File: src/hdl/lcs_pkg.sv
// Package with constants and types for the LCD cascade sync block.
package lcs_pkg;
  // Cascade addressing.
  localparam int SUBADDR_W = 3;
  localparam int POS_W = 4;
  localparam int NUM_POS = 16;
  // Slave address byte layout: fixed upper bits, cluster bit at 1, R/W at 0.
  localparam logic [5:0] SLAVE_ADDR_FIXED = 6'h1C;
  localparam int ADDR_SEL_BIT = 1;
  localparam int ADDR_RW_BIT = 0;
  // Backplane sequencing.
  localparam int BP_NUM = 4;
  localparam int SLOT_W = 2;
  // Clock timing: 40 MHz system clock.
  localparam int CLK_HZ = 40_000_000;
  localparam int CLK_PERIOD_NS = 25;
  // Minimum sync low time in ns, and its cycle count rounded up.
  localparam int SYNC_LOW_NS = 1000;
  localparam int SYNC_LOW_CYC = (SYNC_LOW_NS + CLK_PERIOD_NS - 1) / CLK_PERIOD_NS;
  localparam logic [7:0] SYNC_LOW_CYC_V = 8'(SYNC_LOW_CYC);
  // Multiplex mode: number of active backplanes minus one.
  typedef enum logic [1:0] {LCS_MUX_STATIC, LCS_MUX_2, LCS_MUX_3, LCS_MUX_4} lcs_mux_t;
  // Slot stepping states.
  typedef enum logic [1:0] {LCS_IDLE, LCS_RUN, LCS_HOLD} lcs_state_t;
endpackage

File: src/hdl/lcs_sync2.sv
// Two flip-flop synchroniser for a single pin level.
`timescale 1ns/1ps
module lcs_sync2 #(
  parameter logic RESET_VAL = 1'b0
) (
  // Clock and reset.
  input wire logic clk,
  input wire logic rst_b,
  // Level in and out.
  input wire logic d,
  output logic q
);
  logic meta_q;

  // The first stage is read only by the second stage.
  always_ff @(posedge clk or negedge rst_b)
  begin
    if (!rst_b)
    begin
      meta_q <= RESET_VAL;
      q <= RESET_VAL;
    end
    else
    begin
      meta_q <= d;
      q <= meta_q;
    end
  end
endmodule

File: src/hdl/lcs_cascade_sync.sv
// Cascade addressing and backplane frame synchronisation for an LCD driver.
// What this block does
// - Cascade position is cluster select times eight plus the 3-bit hardware subaddress.
// - Sync line is active low open-drain; only pulls low, pull-up restores high.
// - Pull sync low when the last active backplane slot begins; otherwise only watch.
// - First device asserting sync wins; watchers realign their slot sequence to it.
// - After power-on reset every device starts its frame at slot zero, aligned.
// - Clock source select high disables the oscillator; clock pin becomes an input.
// - Acknowledge slave address only when its select bit equals cluster select.
// - Acknowledge display bytes only when subaddress counter equals pins.
`timescale 1ns/1ps
module lcs_cascade_sync
  import lcs_pkg::*;
#(
  parameter int BP_N = BP_NUM
) (
  // Clock and reset.
  input wire logic CLK,
  input wire logic RST_B,
  // Address pins.
  input wire logic CLUSTER_SELECT,
  input wire logic HW_SUBADDRESS_BIT0,
  input wire logic HW_SUBADDRESS_BIT1,
  input wire logic HW_SUBADDRESS_BIT2,
  // Clock source select and display clock pin.
  input wire logic CLK_SRC_SEL,
  input wire logic DISP_CLK_I,
  input wire logic OSC_TICK,
  output logic DISP_CLK_O,
  output logic DISP_CLK_OE_B,
  // Cascade sync pin.
  input wire logic SYNC_B_I,
  output logic SYNC_B_O,
  output logic SYNC_B_OE_B,
  // Multiplex mode from the command decoder.
  input wire lcs_pkg::lcs_mux_t MUX_MODE,
  // Address matching from the bus controller.
  input wire logic [7:0] ADDR_BYTE,
  input wire logic ADDR_VALID,
  input wire logic [2:0] SUBADDR_CNT,
  input wire logic DATA_PHASE,
  // Outputs.
  output logic [3:0] CASCADE_POS,
  output logic ADDR_ACK,
  output logic DATA_ACK,
  output logic [BP_N-1:0] BACKPLANE_OUTPUTS,
  output logic [1:0] SLOT
);
  import lcs_pkg::*;

  logic sel_s, a0_s, a1_s, a2_s, src_s, dclk_s, sync_s;
  logic dclk_prev_q, sync_prev_q;
  logic [SLOT_W-1:0] slot_q;
  logic drive_q;
  logic [7:0] low_cnt_q;
  logic [7:0] low_seen_q;
  lcs_state_t state_q;
  logic tick, sync_fall, last_slot;

  // Every pin level passes two flip-flops before any logic reads it.
  lcs_sync2 #(.RESET_VAL(1'b0)) u_sel (.clk(CLK), .rst_b(RST_B), .d(CLUSTER_SELECT), .q(sel_s));
  lcs_sync2 #(.RESET_VAL(1'b0)) u_a0 (.clk(CLK), .rst_b(RST_B), .d(HW_SUBADDRESS_BIT0), .q(a0_s));
  lcs_sync2 #(.RESET_VAL(1'b0)) u_a1 (.clk(CLK), .rst_b(RST_B), .d(HW_SUBADDRESS_BIT1), .q(a1_s));
  lcs_sync2 #(.RESET_VAL(1'b0)) u_a2 (.clk(CLK), .rst_b(RST_B), .d(HW_SUBADDRESS_BIT2), .q(a2_s));
  lcs_sync2 #(.RESET_VAL(1'b0)) u_src (.clk(CLK), .rst_b(RST_B), .d(CLK_SRC_SEL), .q(src_s));
  lcs_sync2 #(.RESET_VAL(1'b0)) u_dclk (.clk(CLK), .rst_b(RST_B), .d(DISP_CLK_I), .q(dclk_s));
  lcs_sync2 #(.RESET_VAL(1'b1)) u_sync (.clk(CLK), .rst_b(RST_B), .d(SYNC_B_I), .q(sync_s));

  // Position and address matching.
  always_ff @(posedge CLK or negedge RST_B)
  begin
    if (!RST_B)
    begin
      CASCADE_POS <= 4'h0;
      ADDR_ACK <= 1'b0;
      DATA_ACK <= 1'b0;
    end
    else
    begin
      CASCADE_POS <= {sel_s, a2_s, a1_s, a0_s};
      ADDR_ACK <= ADDR_VALID && (ADDR_BYTE[7:2] == SLAVE_ADDR_FIXED)
                  && (ADDR_BYTE[ADDR_SEL_BIT] == sel_s) && !ADDR_BYTE[ADDR_RW_BIT];
      DATA_ACK <= DATA_PHASE && (SUBADDR_CNT == {a2_s, a1_s, a0_s});
    end
  end

  // Display clock source: oscillator driven out unless an external clock is selected.
  always_ff @(posedge CLK or negedge RST_B)
  begin
    if (!RST_B)
    begin
      DISP_CLK_O <= 1'b0;
      dclk_prev_q <= 1'b0;
      sync_prev_q <= 1'b1;
    end
    else
    begin
      DISP_CLK_O <= src_s ? 1'b0 : (DISP_CLK_O ^ OSC_TICK);
      dclk_prev_q <= dclk_s;
      sync_prev_q <= sync_s;
    end
  end

  // The pin is an output only in oscillator mode.
  assign DISP_CLK_OE_B = src_s;
  assign tick = src_s ? (dclk_s && !dclk_prev_q) : OSC_TICK;
  assign sync_fall = sync_prev_q && !sync_s;
  assign last_slot = (slot_q == SLOT_W'(MUX_MODE));

  // Slot sequencing and realignment on a foreign sync edge.
  always_ff @(posedge CLK or negedge RST_B)
  begin
    if (!RST_B)
    begin
      slot_q <= '0;
      state_q <= LCS_IDLE;
    end
    else
    begin
      case (state_q)
        LCS_IDLE: state_q <= LCS_RUN;
        LCS_RUN:
        begin
          if (sync_fall && !drive_q)
          begin
            slot_q <= SLOT_W'(MUX_MODE);
            state_q <= LCS_HOLD;
          end
          else if (tick)
          begin
            slot_q <= last_slot ? '0 : slot_q + 1'b1;
          end
        end
        LCS_HOLD:
        begin
          if (tick)
          begin
            slot_q <= '0;
            state_q <= LCS_RUN;
          end
        end
        default: state_q <= LCS_IDLE;
      endcase
    end
  end

  // Sync drive during the last active slot, held at least the minimum low time.
  always_ff @(posedge CLK or negedge RST_B)
  begin
    if (!RST_B)
    begin
      drive_q <= 1'b0;
      low_cnt_q <= 8'h00;
    end
    else if (state_q == LCS_RUN && last_slot)
    begin
      drive_q <= 1'b1;
      low_cnt_q <= (low_cnt_q == SYNC_LOW_CYC_V) ? low_cnt_q : low_cnt_q + 8'h01;
    end
    else if (drive_q && low_cnt_q < SYNC_LOW_CYC_V)
    begin
      low_cnt_q <= low_cnt_q + 8'h01;
    end
    else
    begin
      drive_q <= 1'b0;
      low_cnt_q <= 8'h00;
    end
  end

  // Open drain: the output level is always low, enable active low.
  assign SYNC_B_O = 1'b0;
  assign SYNC_B_OE_B = !drive_q;
  assign SLOT = slot_q;

  // Backplane slot one-hot.
  always_ff @(posedge CLK or negedge RST_B)
  begin
    if (!RST_B)
      BACKPLANE_OUTPUTS <= '0;
    else
      BACKPLANE_OUTPUTS <= BP_N'(1) << slot_q;
  end

  // Counts the cycles that our own output has held the sync wire low, for the low-time check.
  always_ff @(posedge CLK or negedge RST_B)
  begin
    if (!RST_B)
      low_seen_q <= 8'h00;
    else if (SYNC_B_OE_B)
      low_seen_q <= 8'h00;
    else if (low_seen_q != 8'hFF)
      low_seen_q <= low_seen_q + 8'h01;
  end

  // Checks on sync drive, realignment, addressing and the clock source.
  drive_last_a: assert property (@(posedge CLK) disable iff (!RST_B)
    (state_q == LCS_RUN && last_slot) |=> !SYNC_B_OE_B) else $error("sync not driven");
  drive_only_a: assert property (@(posedge CLK) disable iff (!RST_B)
    $fell(SYNC_B_OE_B) |-> $past(last_slot)) else $error("sync driven off slot");
  od_low_a: assert property (@(posedge CLK) disable iff (!RST_B)
    SYNC_B_O == 1'b0) else $error("sync drives high");
  min_low_a: assert property (@(posedge CLK) disable iff (!RST_B)
    $fell(SYNC_B_OE_B) |-> !SYNC_B_OE_B [*8]) else $error("sync low too short");
  low_time_a: assert property (@(posedge CLK) disable iff (!RST_B)
    $rose(SYNC_B_OE_B) |-> $past(low_seen_q) >= SYNC_LOW_CYC_V - 8'h01)
    else $error("sync released before minimum low time");
  realign_a: assert property (@(posedge CLK) disable iff (!RST_B)
    (state_q == LCS_RUN && sync_fall && !drive_q) |=> slot_q == SLOT_W'(MUX_MODE))
    else $error("no realign");
  pos_a: assert property (@(posedge CLK) disable iff (!RST_B)
    CASCADE_POS == $past({sel_s, a2_s, a1_s, a0_s})) else $error("bad position");
  addr_a: assert property (@(posedge CLK) disable iff (!RST_B)
    ADDR_ACK |-> $past(ADDR_VALID && ADDR_BYTE[ADDR_SEL_BIT] == sel_s
    && !ADDR_BYTE[ADDR_RW_BIT])) else $error("bad addr ack");
  data_a: assert property (@(posedge CLK) disable iff (!RST_B)
    DATA_ACK |-> $past(SUBADDR_CNT == {a2_s, a1_s, a0_s})) else $error("bad data ack");
  ext_clk_a: assert property (@(posedge CLK) disable iff (!RST_B)
    (src_s && $past(src_s)) |-> (DISP_CLK_OE_B && !DISP_CLK_O))
    else $error("clk driven in ext mode");
  ext_step_a: assert property (@(posedge CLK) disable iff (!RST_B)
    (state_q == LCS_RUN && src_s && dclk_s && !dclk_prev_q && !sync_fall && !last_slot)
    |=> slot_q == $past(slot_q) + 2'h1) else $error("pin clock edge not taken");
  osc_off_a: assert property (@(posedge CLK) disable iff (!RST_B)
    (state_q == LCS_RUN && src_s && OSC_TICK && !(dclk_s && !dclk_prev_q) && !sync_fall)
    |=> $stable(slot_q)) else $error("oscillator tick taken in ext mode");
endmodule

File: config.mk
export PLATFORM = sky130hd
export DESIGN_NAME = lcs_cascade_sync
export DESIGN_NICKNAME = d
export VERILOG_FILES = /design/src/hdl/lcs_pkg.sv /design/src/hdl/lcs_sync2.sv /design/src/hdl/lcs_cascade_sync.sv
export SDC_FILE = /design/constraint.sdc
export NUM_CORES = 1
export LEC_CHECK = 0
export ABC_AREA = 0
export CORE_UTILIZATION = 35
export DETAILED_ROUTE_END_ITERATION = 10
export DONT_BUFFER_PORTS = 1
export GPL_ROUTABILITY_DRIVEN = 0
export PLACE_DENSITY = 0.51
export SLEW_MARGIN = 20
export SYNTH_ARGS = -nofsm -noshare
export SYNTH_HDL_FRONTEND = slang
export SYNTH_SLANG_ARGS = --single-unit
File: constraint.sdc
create_clock -name CLK -period 1.6 [get_ports CLK]
set_input_delay 0.16 -clock CLK [delete_from_list [all_inputs] [get_ports CLK]]
set_output_delay 0.16 -clock CLK [all_outputs]
set_load 0.05 [all_outputs]
==> reports/qor.csv, run 1 <==
stage;metric;value;unit
setup_path;kind of launch point of the worst setup path;flop;
sta;setup-violating endpoint count in the final report;0;
setup_path;Worst EP arrival;1.69;ns
status;run status;finished clean;
global_route;GR met3 Demand/Resource;6.40;%
setup_path;critical-path cell list;or3b_4 -> a32oi_2 -> o21ai_1 -> a22o_1;
power;peak supply drop;0.715;mV
setup_path;Crit path largest cell delay;0.51;ns
synth;synthesized netlist net count;156;
sta;final hold viol count;0;
synth;warnings from Yosys;0;
min_path;type of the most critical hold path;input pin to flop;
global_route;maximum number of pins on one net before global-route repair;41;
place;port bufs;0;
die;Core Region;0.00435;sq mm
setup_path;worst setup path class;flop to flop;
setup_path;Req. time, crit path;1.78;ns
die;die area;0.00482;sq mm
route;1st-pass router iterations;4;
cts;total clock buffers created by CTS;5;
synth;asr flop ratio synth;100;%
synth;compound-cell area share of the yosys netlist;7.23;%
die;placement row count;24;
sta;timing-limited maximum frequency;663;MHz
synth;dominant combinational cell family by area after synthesis;simple AND/OR/NAND/NOR gates;
setup_path;maximum fanout along the worst path;9;
synth;Synth Flop Type;dfrtp_1;
synth;register bit total from synthesis;40;
setup_path;CP Buf/Inv Count;0;
route;remaining routing DRC violations;0;
power;ratio of total power to cell area;1640;mW/mm^2
cts;total setup buffers inserted after CTS;0;
route;Antenna Violating Nets Remaining;0;
cts;clk root buf;clkbuf_8;
global_route;initial antenna violation count;0;
global_route;met2 Use GR;19.1;%
synth;largest area contributor in the synthesized netlist;dfrtp_1;
die;Starting Density;36.6;%
route;DR vias/cell;4.91;
synth;leading cell types by total area after synthesis;dfrtp_1, xor2_1, dfstp_2;
synth;Synth Area per Inst;12.7;sq um
sta;slew at the pin closest to its max-slew limit;0.500;ns
synth;mux cell area share after synthesis;0.628;%
die;number of primary I/O pins;41;
place;DP Wirelength;1700;um
synth;adder-cell share of the synthesized area;4.71;%
cts;TritonCTS Sinks;40;
power;overall power consumption;3.15;mW
die;horizontal extent of the die;69.5;um
synth;EDFF count, synth;0;
route;WL/cell;12.7;um
cts;insertion delay to the later sink of the worst-skew pair;0.29;ns
sta;Slew Limit Headroom;66.7;%
global_route;residual overflow from global routing;0;
cells_and_area;final core occ;44.2;%
setup_path;CP top delay family;flip-flops;
route;DR iter-0 viols;36;
global_route;Overall Global Routing Usage;12.3;%
setup_path;nature of the critical path endpoint;flop;
sta;total negative setup slack;0;ns
synth;xor and xnor area share after synthesis;7.15;%
cts;CTS tree;yes;
sta;period utilisation layout;94.2;%
global_route;Most Crowded Layer GR;met2;
cells_and_area;number of fillers in the final layout;399;
cells_and_area;count of antenna diodes in the layout;0;
synth;Syn Std Cell Area;0.00159;sq mm
synth;synthesized instance count;125;
cells_and_area;fraction of layout cells with a size suffix above 1;16.3;%
die;Die Y;69.5;um
sta;RSZ-0062 raised after global routing;false;
synth;cell with the most instances after synthesis;dfrtp_1;
cells_and_area;count of nets after finishing;177;
sta;post-layout min period;1.51;ns
global_route;global-route wire length before repair;4600;um
cts;number of buffers between clock root and the deepest sink;2;
synth;count of different cell masters after synthesis;38;
route;via count of the routed design;977;
flow_run;Max Cap Viol;0;
synth;list of most frequent post-synthesis cells;dfrtp_1, nor2_1, xor2_1;
sta;clock skew after layout;0.00514;ns
power;Pleak;0.882;nW
synth;simple-gate share of the synthesized area;14.1;%
cts;clock input transition at the sequential cells of the worst setup and hold paths;0.08;ns
global_route;number of global-route vias before repair;1016;
setup_path;cell with the biggest individual delay on the critical path;dfstp_2;
cts;H-Tree Level Count;2;
route;Post-Route WL;2530;um
synth;area share of the largest cell type after synthesis;58.1;%
cells_and_area;area grow syn2layout;20.9;%
global_route;grt met1 use;14.5;%
synth;share of synthesized area occupied by flip-flops and latches;63.1;%
sta;Pins Over Slew Limit;0;
[power by group]
part	leakage (nW)	internal (mW)	switching [mW]
logic	0.342	0.306	0.422
registers	0.479	1.19	0.371
clock network	0.0614	0.510	0.347
[flip-flops by register name, summed over array words and instances, names as in the netlist, 2 cells and up]
name / cells
state_q: 2
low_cnt_q: 8
SLOT: 2
BACKPLANE_OUTPUTS: 4
CASCADE_POS: 4
[area by class of cell]
type | instances | area, sq um | area share (%)
well taps | 52 | 65.1 | 3.38
clock buffers | 6 | 82.6 | 4.29
multi-input cells | 76 | 546 | 28.3
flip-flops and latches | 40 | 1010 | 52.3
clock inverters | 2 | 38.8 | 2.01
inverters | 7 | 26.3 | 1.36
repair buffers | 16 | 160 | 8.32
[kinds of logic (layout without fill, tap and decap cells)]
group                    count (synthesis)  in the layout
multiplexers                             1              1
XOR/XNOR                                13             13
adder cells (fa/ha/maj)                  6              6
other                                    1              1
AND/OR/NAND/NOR                         39             39
AO/OA/AOI/OAI                           16             16
flip-flops                              40             40
buffers and inverters                    9             31
[per-stage QoR]
step | area [sq um] | hold WS [ns] | cells | worst slack (ns)
after detailed placement | 1670 | -0.135 | 179 | 0.0343
after CTS | 1920 | 0.0254 | 199 | 0.0163
after floorplan | 1600 | -0.136 | 125 | 0.109
after global placement | 1670 | -0.134 | 179 | 0.0719
after global routing | 1930 | 0.0291 | 199 | 0.0432
final | 1930 | 0.0351 | 199 | 0.0921
[what timing repair did]
item                                   4_1_cts  5_1_grt
setup endpoints to repair                    0        2
gates resized for setup                      0        1
hold buffers                                12        0
endpoints found under the hold margin       49        0
[worst reg2reg max path: stages (launching register included)]
cell and delay [ns]:
dfstp_2 0.51, or3b_4 0.42, a32oi_2 0.18, o21ai_1 0.09, a22o_1 0.19
[cell usage in the layout, fill, tap and decap left out, types with 2 or more instances in the layout]
cell	count
buf_4	4
dlygate4sd3_1	11
o21ai_0	3
xnor2_1	3
nand2_1	4
ha_1	6
dfstp_2	3
nor4bb_1	2
inv_1	7
xor2_1	10
a21oi_1	3
and3_1	3
nor2_1	13
dfrtp_1	35
dfrtp_2	2
nand3_1	6
clkbuf_8	6
[per-layer routing]
metal  wire [um]  part of all wire [%]
met5           0                     0
met4          19                  0.75
met3         190                   7.5
met2        1190                    47
met1        1120                    44
[path summary, 6_finish.rpt]
kind | start | to | slack [ns] | depth (start not counted)
max | sync_prev_q | SLOT[0] | 0.09 | 4
min | OSC_TICK | DISP_CLK_O | 0.04 | 2
max reg2reg | sync_prev_q | SLOT[0] | 0.09 | 4
min reg2reg | u_a1.meta_q | u_a1.q | 0.35 | 0
max in group asynchronous | RST_B | u_sync.meta_q | 1.03 | 2
min in group asynchronous | RST_B | SLOT[1] | 0.32 | 2
Note: power is estimated with default switching activity, not from simulation.
==> run 2: changes to the inputs <==
Settings changed: SETUP_SLACK_MARGIN set to 0.4.
==> reports/qor.csv, run 2 (synthesis results as in run 1) <==
stage;metric;value;unit
power;Pleak;0.932;nW
setup_path;kind of launch point of the worst setup path;flop;
route;Post-Route WL;2760;um
min_path;type of the most critical hold path;input pin to flop;
cells_and_area;final standard cell area without fillers;0.00208;sq mm
setup_path;worst setup path class;flop to flop;
die;placement row count;24;
setup_path;maximum fanout along the worst path;8;
power;cell internal power dissipation;2.17;mW
cells_and_area;final core occ;47.8;%
cts;number of buffers between clock root and the deepest sink;2;
cells_and_area;number of fillers in the final layout;404;
route;via count of the routed design;1017;
place;cell area after placement;0.00168;sq mm
sta;period utilisation layout;94.3;%
sta;post-layout min period;1.51;ns
route;1st-pass router iterations;4;
sta;setup-violating endpoint count in the final report;0;
cts;clock input transition at the sequential cells of the worst setup and hold paths;0.08;ns
setup_path;Worst EP arrival;1.69;ns
power;ratio of total power to cell area;1650;mW/mm^2
cells_and_area;count of antenna diodes in the layout;0;
global_route;residual overflow from global routing;0;
cells_and_area;area grow syn2layout;30.8;%
sta;Slew Limit Headroom;66.3;%
setup_path;cell with the biggest individual delay on the critical path;dfstp_2;
route;DR iter-0 viols;15;
power;part of the power in the clock network;24.1;%
cts;insertion delay to the later sink of the worst-skew pair;0.29;ns
cells_and_area;count of placed standard cells in the final layout, fillers left out;208;
cts;H-Tree Level Count;2;
sta;clock skew after layout;0.00515;ns
die;number of primary I/O pins;41;
die;horizontal extent of the die;69.5;um
die;Starting Density;36.6;%
cells_and_area;number of flip-flops under the largest register name;8;
setup_path;Reg-to-Reg Start;sync_prev_q;
sta;final hold viol count;0;
setup_path;setup slack on the worst flop-to-flop path;0.09;ns
setup_path;Req. time, crit path;1.78;ns
place;port bufs;0;
status;run status;finished clean;
cts;clk root buf;clkbuf_8;
power;combinational cell fraction of total power;29.8;%
sta;total negative setup slack;0;ns
cells_and_area;most frequent standard cell in the layout excluding fill and tap cells;dfrtp_1;
setup_path;Reg2Reg Depth;4;
global_route;number of global-route vias before repair;1035;
cells_and_area;most used cells in the layout excluding fill and tap cells;dfrtp_1, buf_4, nor2_1;
global_route;Overall Global Routing Usage;12.5;%
sta;RSZ-0062 raised after global routing;true;
setup_path;Critical path origin;sync_prev_q;
place;cell count after placement;178;
setup_path;Crit path largest cell delay;0.51;ns
setup_path;RR Endpoint;SLOT[0];
cells_and_area;register with the highest flop count;low_cnt_q;
global_route;global-route wire length before repair;4660;um
cts;CTS tree;yes;
route;DR vias/cell;4.89;
cts;total clock buffers created by CTS;5;
route;Antenna Violating Nets Remaining;0;
sta;Pins Over Slew Limit;0;
global_route;maximum number of pins on one net before global-route repair;41;
sta;slew at the pin closest to its max-slew limit;0.505;ns
power;peak supply drop;0.840;mV
cells_and_area;count of nets after finishing;186;
die;Die Y;69.5;um
setup_path;capturing instance or port of the critical path;SLOT[0];
die;Core Region;0.00435;sq mm
setup_path;nature of the critical path endpoint;flop;
route;WL/cell;13.3;um
flow_run;Max Cap Viol;0;
sta;timing-limited maximum frequency;662;MHz
cells_and_area;fraction of layout cells with a size suffix above 1;33.3;%
route;remaining routing DRC violations;0;
global_route;initial antenna violation count;0;
power;sequential power share;46.2;%
cts;TritonCTS Sinks;40;
power;power spent charging and discharging nets;1.26;mW
place;DP Wirelength;1800;um
setup_path;critical-path cell list;or3b_4 -> a32oi_2 -> o21ai_1 -> a22o_1;
die;die area;0.00482;sq mm
power;Net Sw Frac;36.8;%
cells_and_area;Regs by FF count;low_cnt_q: 8 flops, BACKPLANE_OUTPUTS: 4 flops, CASCADE_POS: 4 flops;
## run 2: cell count changes in the layout (fill, tap and decap cells not counted), moves of 2 or more
| cell | previous run | this run |
|---|---|---|
| buf_4 | 4 | 13 |
| dfrtp_1 | 35 | 30 |
| dfrtp_2 | 2 | 7 |
| inv_1 | 7 | 5 |
| nor2_1 | 13 | 11 |
| xor2_1 | 10 | 8 |
## run 2: worst min path at each step
stage / depth (start not counted) / slack, ns / startpoint / endpoint
global placement: 0 / -0.13 / RST_B / CASCADE_POS[1]
floorplan: 0 / -0.14 / RST_B / ADDR_ACK
finish: 2 / 0.01 / ADDR_VALID / ADDR_ACK
CTS: 2 / 0.01 / ADDR_VALID / ADDR_ACK
detailed placement: 0 / -0.13 / RST_B / CASCADE_POS[1]
global route: 2 / 0.01 / ADDR_VALID / ADDR_ACK
## run 2: per-layer routing
metal	routed length [um]	global-route usage [%]	vias up
met5	0	0	-
met4	38	4.99	0
met3	244	6.54	6
met2	1270	19.0	41
met1	1210	15.0	494
li1	-	-	476
## run 2: power groups by stage
stage               combinational [mW]  clock, mW  sequential [mW]
detailed placement               0.694          0             1.59
finish                            1.02      0.827             1.58
CTS                              0.862      0.859             1.56
global route                      1.14      0.903             1.61
global placement                 0.672          0             1.58
floorplan                        0.460          0             1.64
## run 2: critical path, delay by kind of cell, from the launching register on
family / cells / cell delay, ns
flip-flops: 1 / 0.51
AND/OR/NAND/NOR: 1 / 0.42
AO/OA/AOI/OAI: 3 / 0.47
## run 2: layout make-up
cell class / count / area, sq um / area share (%)
sequential: 40 / 1010 / 48.6
clock inverter: 3 / 47.5 / 2.28
timing repair buffer: 25 / 229 / 11.0
tap: 52 / 65.1 / 3.12
multi-input combinational: 76 / 629 / 30.2
clock buffer: 5 / 68.8 / 3.30
inverter: 7 / 30.0 / 1.44
## run 2: through the flow
step / total power, mW / hold WS, ns / setup WS [ns]
final: 3.43 / 0.0124 / 0.0905
after global routing: 3.65 / 0.0134 / 0.0654
after CTS: 3.28 / 0.0116 / 0.106
after detailed placement: 2.28 / -0.135 / 0.00744
after global placement: 2.25 / -0.135 / 0.0703
after floorplan: 2.10 / -0.136 / 0.119
## run 2: repair_timing
action / 4_1_cts / 5_1_grt
setup endpoints to repair: 13 / 14
setup buffers: 6 / 5
pin swaps: 12 / 10
gates cloned: 0 / 0
hold endpoints to repair: 49 / 0
hold buffers: 11 / 0
gates resized for setup: 8 / 13
==> run 3: changes to the inputs <==
Settings changed: CORE_UTILIZATION 35 to 54, PLACE_DENSITY 0.51 to 0.71.
==> reports/qor.csv, run 3 (synthesis results as in run 1) <==
stage;metric;value;unit
power;part of the power in the clock network;15.2;%
die;horizontal extent of the die;56.3;um
min_path;Min-Delay Path Depth;2;
route;remaining routing DRC violations;0;
die;Die Y;56.3;um
power;Pleak;0.910;nW
sta;Pins Over Slew Limit;0;
place;DP Wirelength;1700;um
setup_path;capturing instance or port of the critical path;SLOT[0];
sta;RSZ-0062 raised after global routing;true;
sta;setup-violating endpoint count in the final report;0;
sta;period utilisation layout;96.3;%
power;sequential power share;49.5;%
setup_path;cell with the biggest individual delay on the critical path;dfstp_2;
setup_path;Req. time, crit path;1.84;ns
cells_and_area;register with the highest flop count;low_cnt_q;
global_route;maximum number of pins on one net before global-route repair;41;
route;Antenna Violating Nets Remaining;0;
setup_path;maximum fanout along the worst path;5;
cells_and_area;final core occ;73.9;%
cells_and_area;area grow syn2layout;29.0;%
sta;post-layout min period;1.54;ns
cells_and_area;fraction of layout cells with a size suffix above 1;30.8;%
die;number of primary I/O pins;41;
setup_path;critical-path cell list;or3b_4 -> a32oi_2 -> o21ai_1 -> a22o_1;
setup_path;RR Endpoint;SLOT[0];
power;cell internal power dissipation;1.90;mW
sta;timing-limited maximum frequency;649;MHz
sta;worst hold slack;0.00485;ns
setup_path;nature of the critical path endpoint;flop;
place;port bufs;0;
global_route;initial antenna violation count;0;
power;overall power consumption;3.18;mW
route;1st-pass router iterations;4;
global_route;global-route wire length before repair;4720;um
cells_and_area;Regs by FF count;low_cnt_q: 8 flops, BACKPLANE_OUTPUTS: 4 flops, CASCADE_POS: 4 flops;
die;placement row count;19;
die;Core Region;0.00278;sq mm
status;run status;finished clean;
sta;clock skew after layout;0.0128;ns
setup_path;setup slack on the worst flop-to-flop path;0.06;ns
flow_run;Max Cap Viol;0;
setup_path;worst setup path class;flop to flop;
route;WL/cell;15.9;um
global_route;residual overflow from global routing;0;
route;DR vias/cell;5.61;
cells_and_area;count of nets after finishing;189;
route;Post-Route WL;3020;um
power;Net Sw Frac;40.2;%
die;die area;0.00317;sq mm
power;ratio of total power to cell area;1550;mW/mm^2
cts;clock input transition at the sequential cells of the worst setup and hold paths;0.12;ns
cells_and_area;number of flip-flops under the largest register name;8;
power;combinational cell fraction of total power;35.2;%
cts;total clock buffers created by CTS;5;
die;Starting Density;57.3;%
cts;clk root buf;clkbuf_4;
global_route;number of global-route vias before repair;1073;
cts;insertion delay to the later sink of the worst-skew pair;0.35;ns
sta;final hold viol count;0;
cts;TritonCTS Sinks;40;
cells_and_area;most frequent standard cell in the layout excluding fill and tap cells;dfrtp_1;
setup_path;Crit path largest cell delay;0.54;ns
cells_and_area;most used cells in the layout excluding fill and tap cells;dfrtp_1, dlygate4sd3_1, nor2_1;
setup_path;Reg2Reg Depth;4;
route;DR iter-0 viols;35;
setup_path;Critical path origin;sync_prev_q;
cts;CTS tree;yes;
power;power spent charging and discharging nets;1.28;mW
min_path;type of the most critical hold path;input pin to flop;
setup_path;kind of launch point of the worst setup path;flop;
setup_path;Reg-to-Reg Start;sync_prev_q;
route;via count of the routed design;1065;
cts;number of buffers between clock root and the deepest sink;2;
setup_path;Worst EP arrival;1.78;ns
power;peak supply drop;1.51;mV
global_route;Overall Global Routing Usage;20.1;%
cells_and_area;count of antenna diodes in the layout;0;
cts;H-Tree Level Count;2;
[run 3: what timing repair did]
item	4_1_cts	5_1_grt
resized for setup	8	19
pin swaps	10	4
hold buffers	16	0
hold endpoints to repair	50	0
buffers inserted	6	2
endpoints found under the setup margin	14	16
gates cloned	1	0
[run 3: layout make-up]
class | instances | area (sq um)
fill | 169 | 727
tap | 31 | 38.8
inverter | 7 | 30.0
clock inverter | 2 | 12.5
multi-input combinational | 77 | 642
sequential | 40 | 1010
timing repair buffer | 27 | 277
clock buffer | 6 | 41.3
[run 3: layer usage]
layer	vias to the layer above	track usage (%)	part of all wire, %
li1	490	-	-
met2	50	33.3	53
met1	516	23.4	38
met4	0	8.71	2.1
met5	-	0	0
met3	9	7.37	7.0
[run 3: worst min-delay path by stage]
| stage | start | endpoint | slack (ns) |
|---|---|---|---|
| after floorplan | RST_B | ADDR_ACK | -0.14 |
| after global routing | SUBADDR_CNT[0] | DATA_ACK | 0.05 |
| final | SUBADDR_CNT[0] | DATA_ACK | 0.005 |
| after CTS | SUBADDR_CNT[0] | DATA_ACK | 0.004 |
| after detailed placement | RST_B | BACKPLANE_OUTPUTS[3] | -0.13 |
| after global placement | RST_B | BACKPLANE_OUTPUTS[2] | -0.13 |
[run 3: worst max-delay path: cells and delay by family (launching register included)]
| family | cells | cell delay, ns |
|---|---|---|
| flops | 1 | 0.54 |
| compound gates | 3 | 0.48 |
| simple gates | 1 | 0.41 |
[run 3: power groups by stage]
stage               registers [mW]  clock network, mW  logic (mW)
floorplan                     1.64                  0       0.460
global placement              1.57                  0       0.670
detailed placement            1.58                  0       0.706
CTS                           1.54              0.500       0.915
global route                  1.59              0.542        1.20
finish                        1.57              0.484        1.12
[run 3: through the flow]
stage / std cells / instance area, sq um / TNS [ns] / setup slack (ns)
3_3_place_gp: 157 / 1650 / 0 / 0.0739
4_1_cts: 188 / 1960 / 0 / 0.0834
3_5_place_dp: 157 / 1650 / 0 / 0.0123
2_1_floorplan: 125 / 1610 / 0 / 0.119
5_1_grt: 190 / 2050 / -0.000862 / -0.000862
6_report: 190 / 2050 / 0 / 0.0592
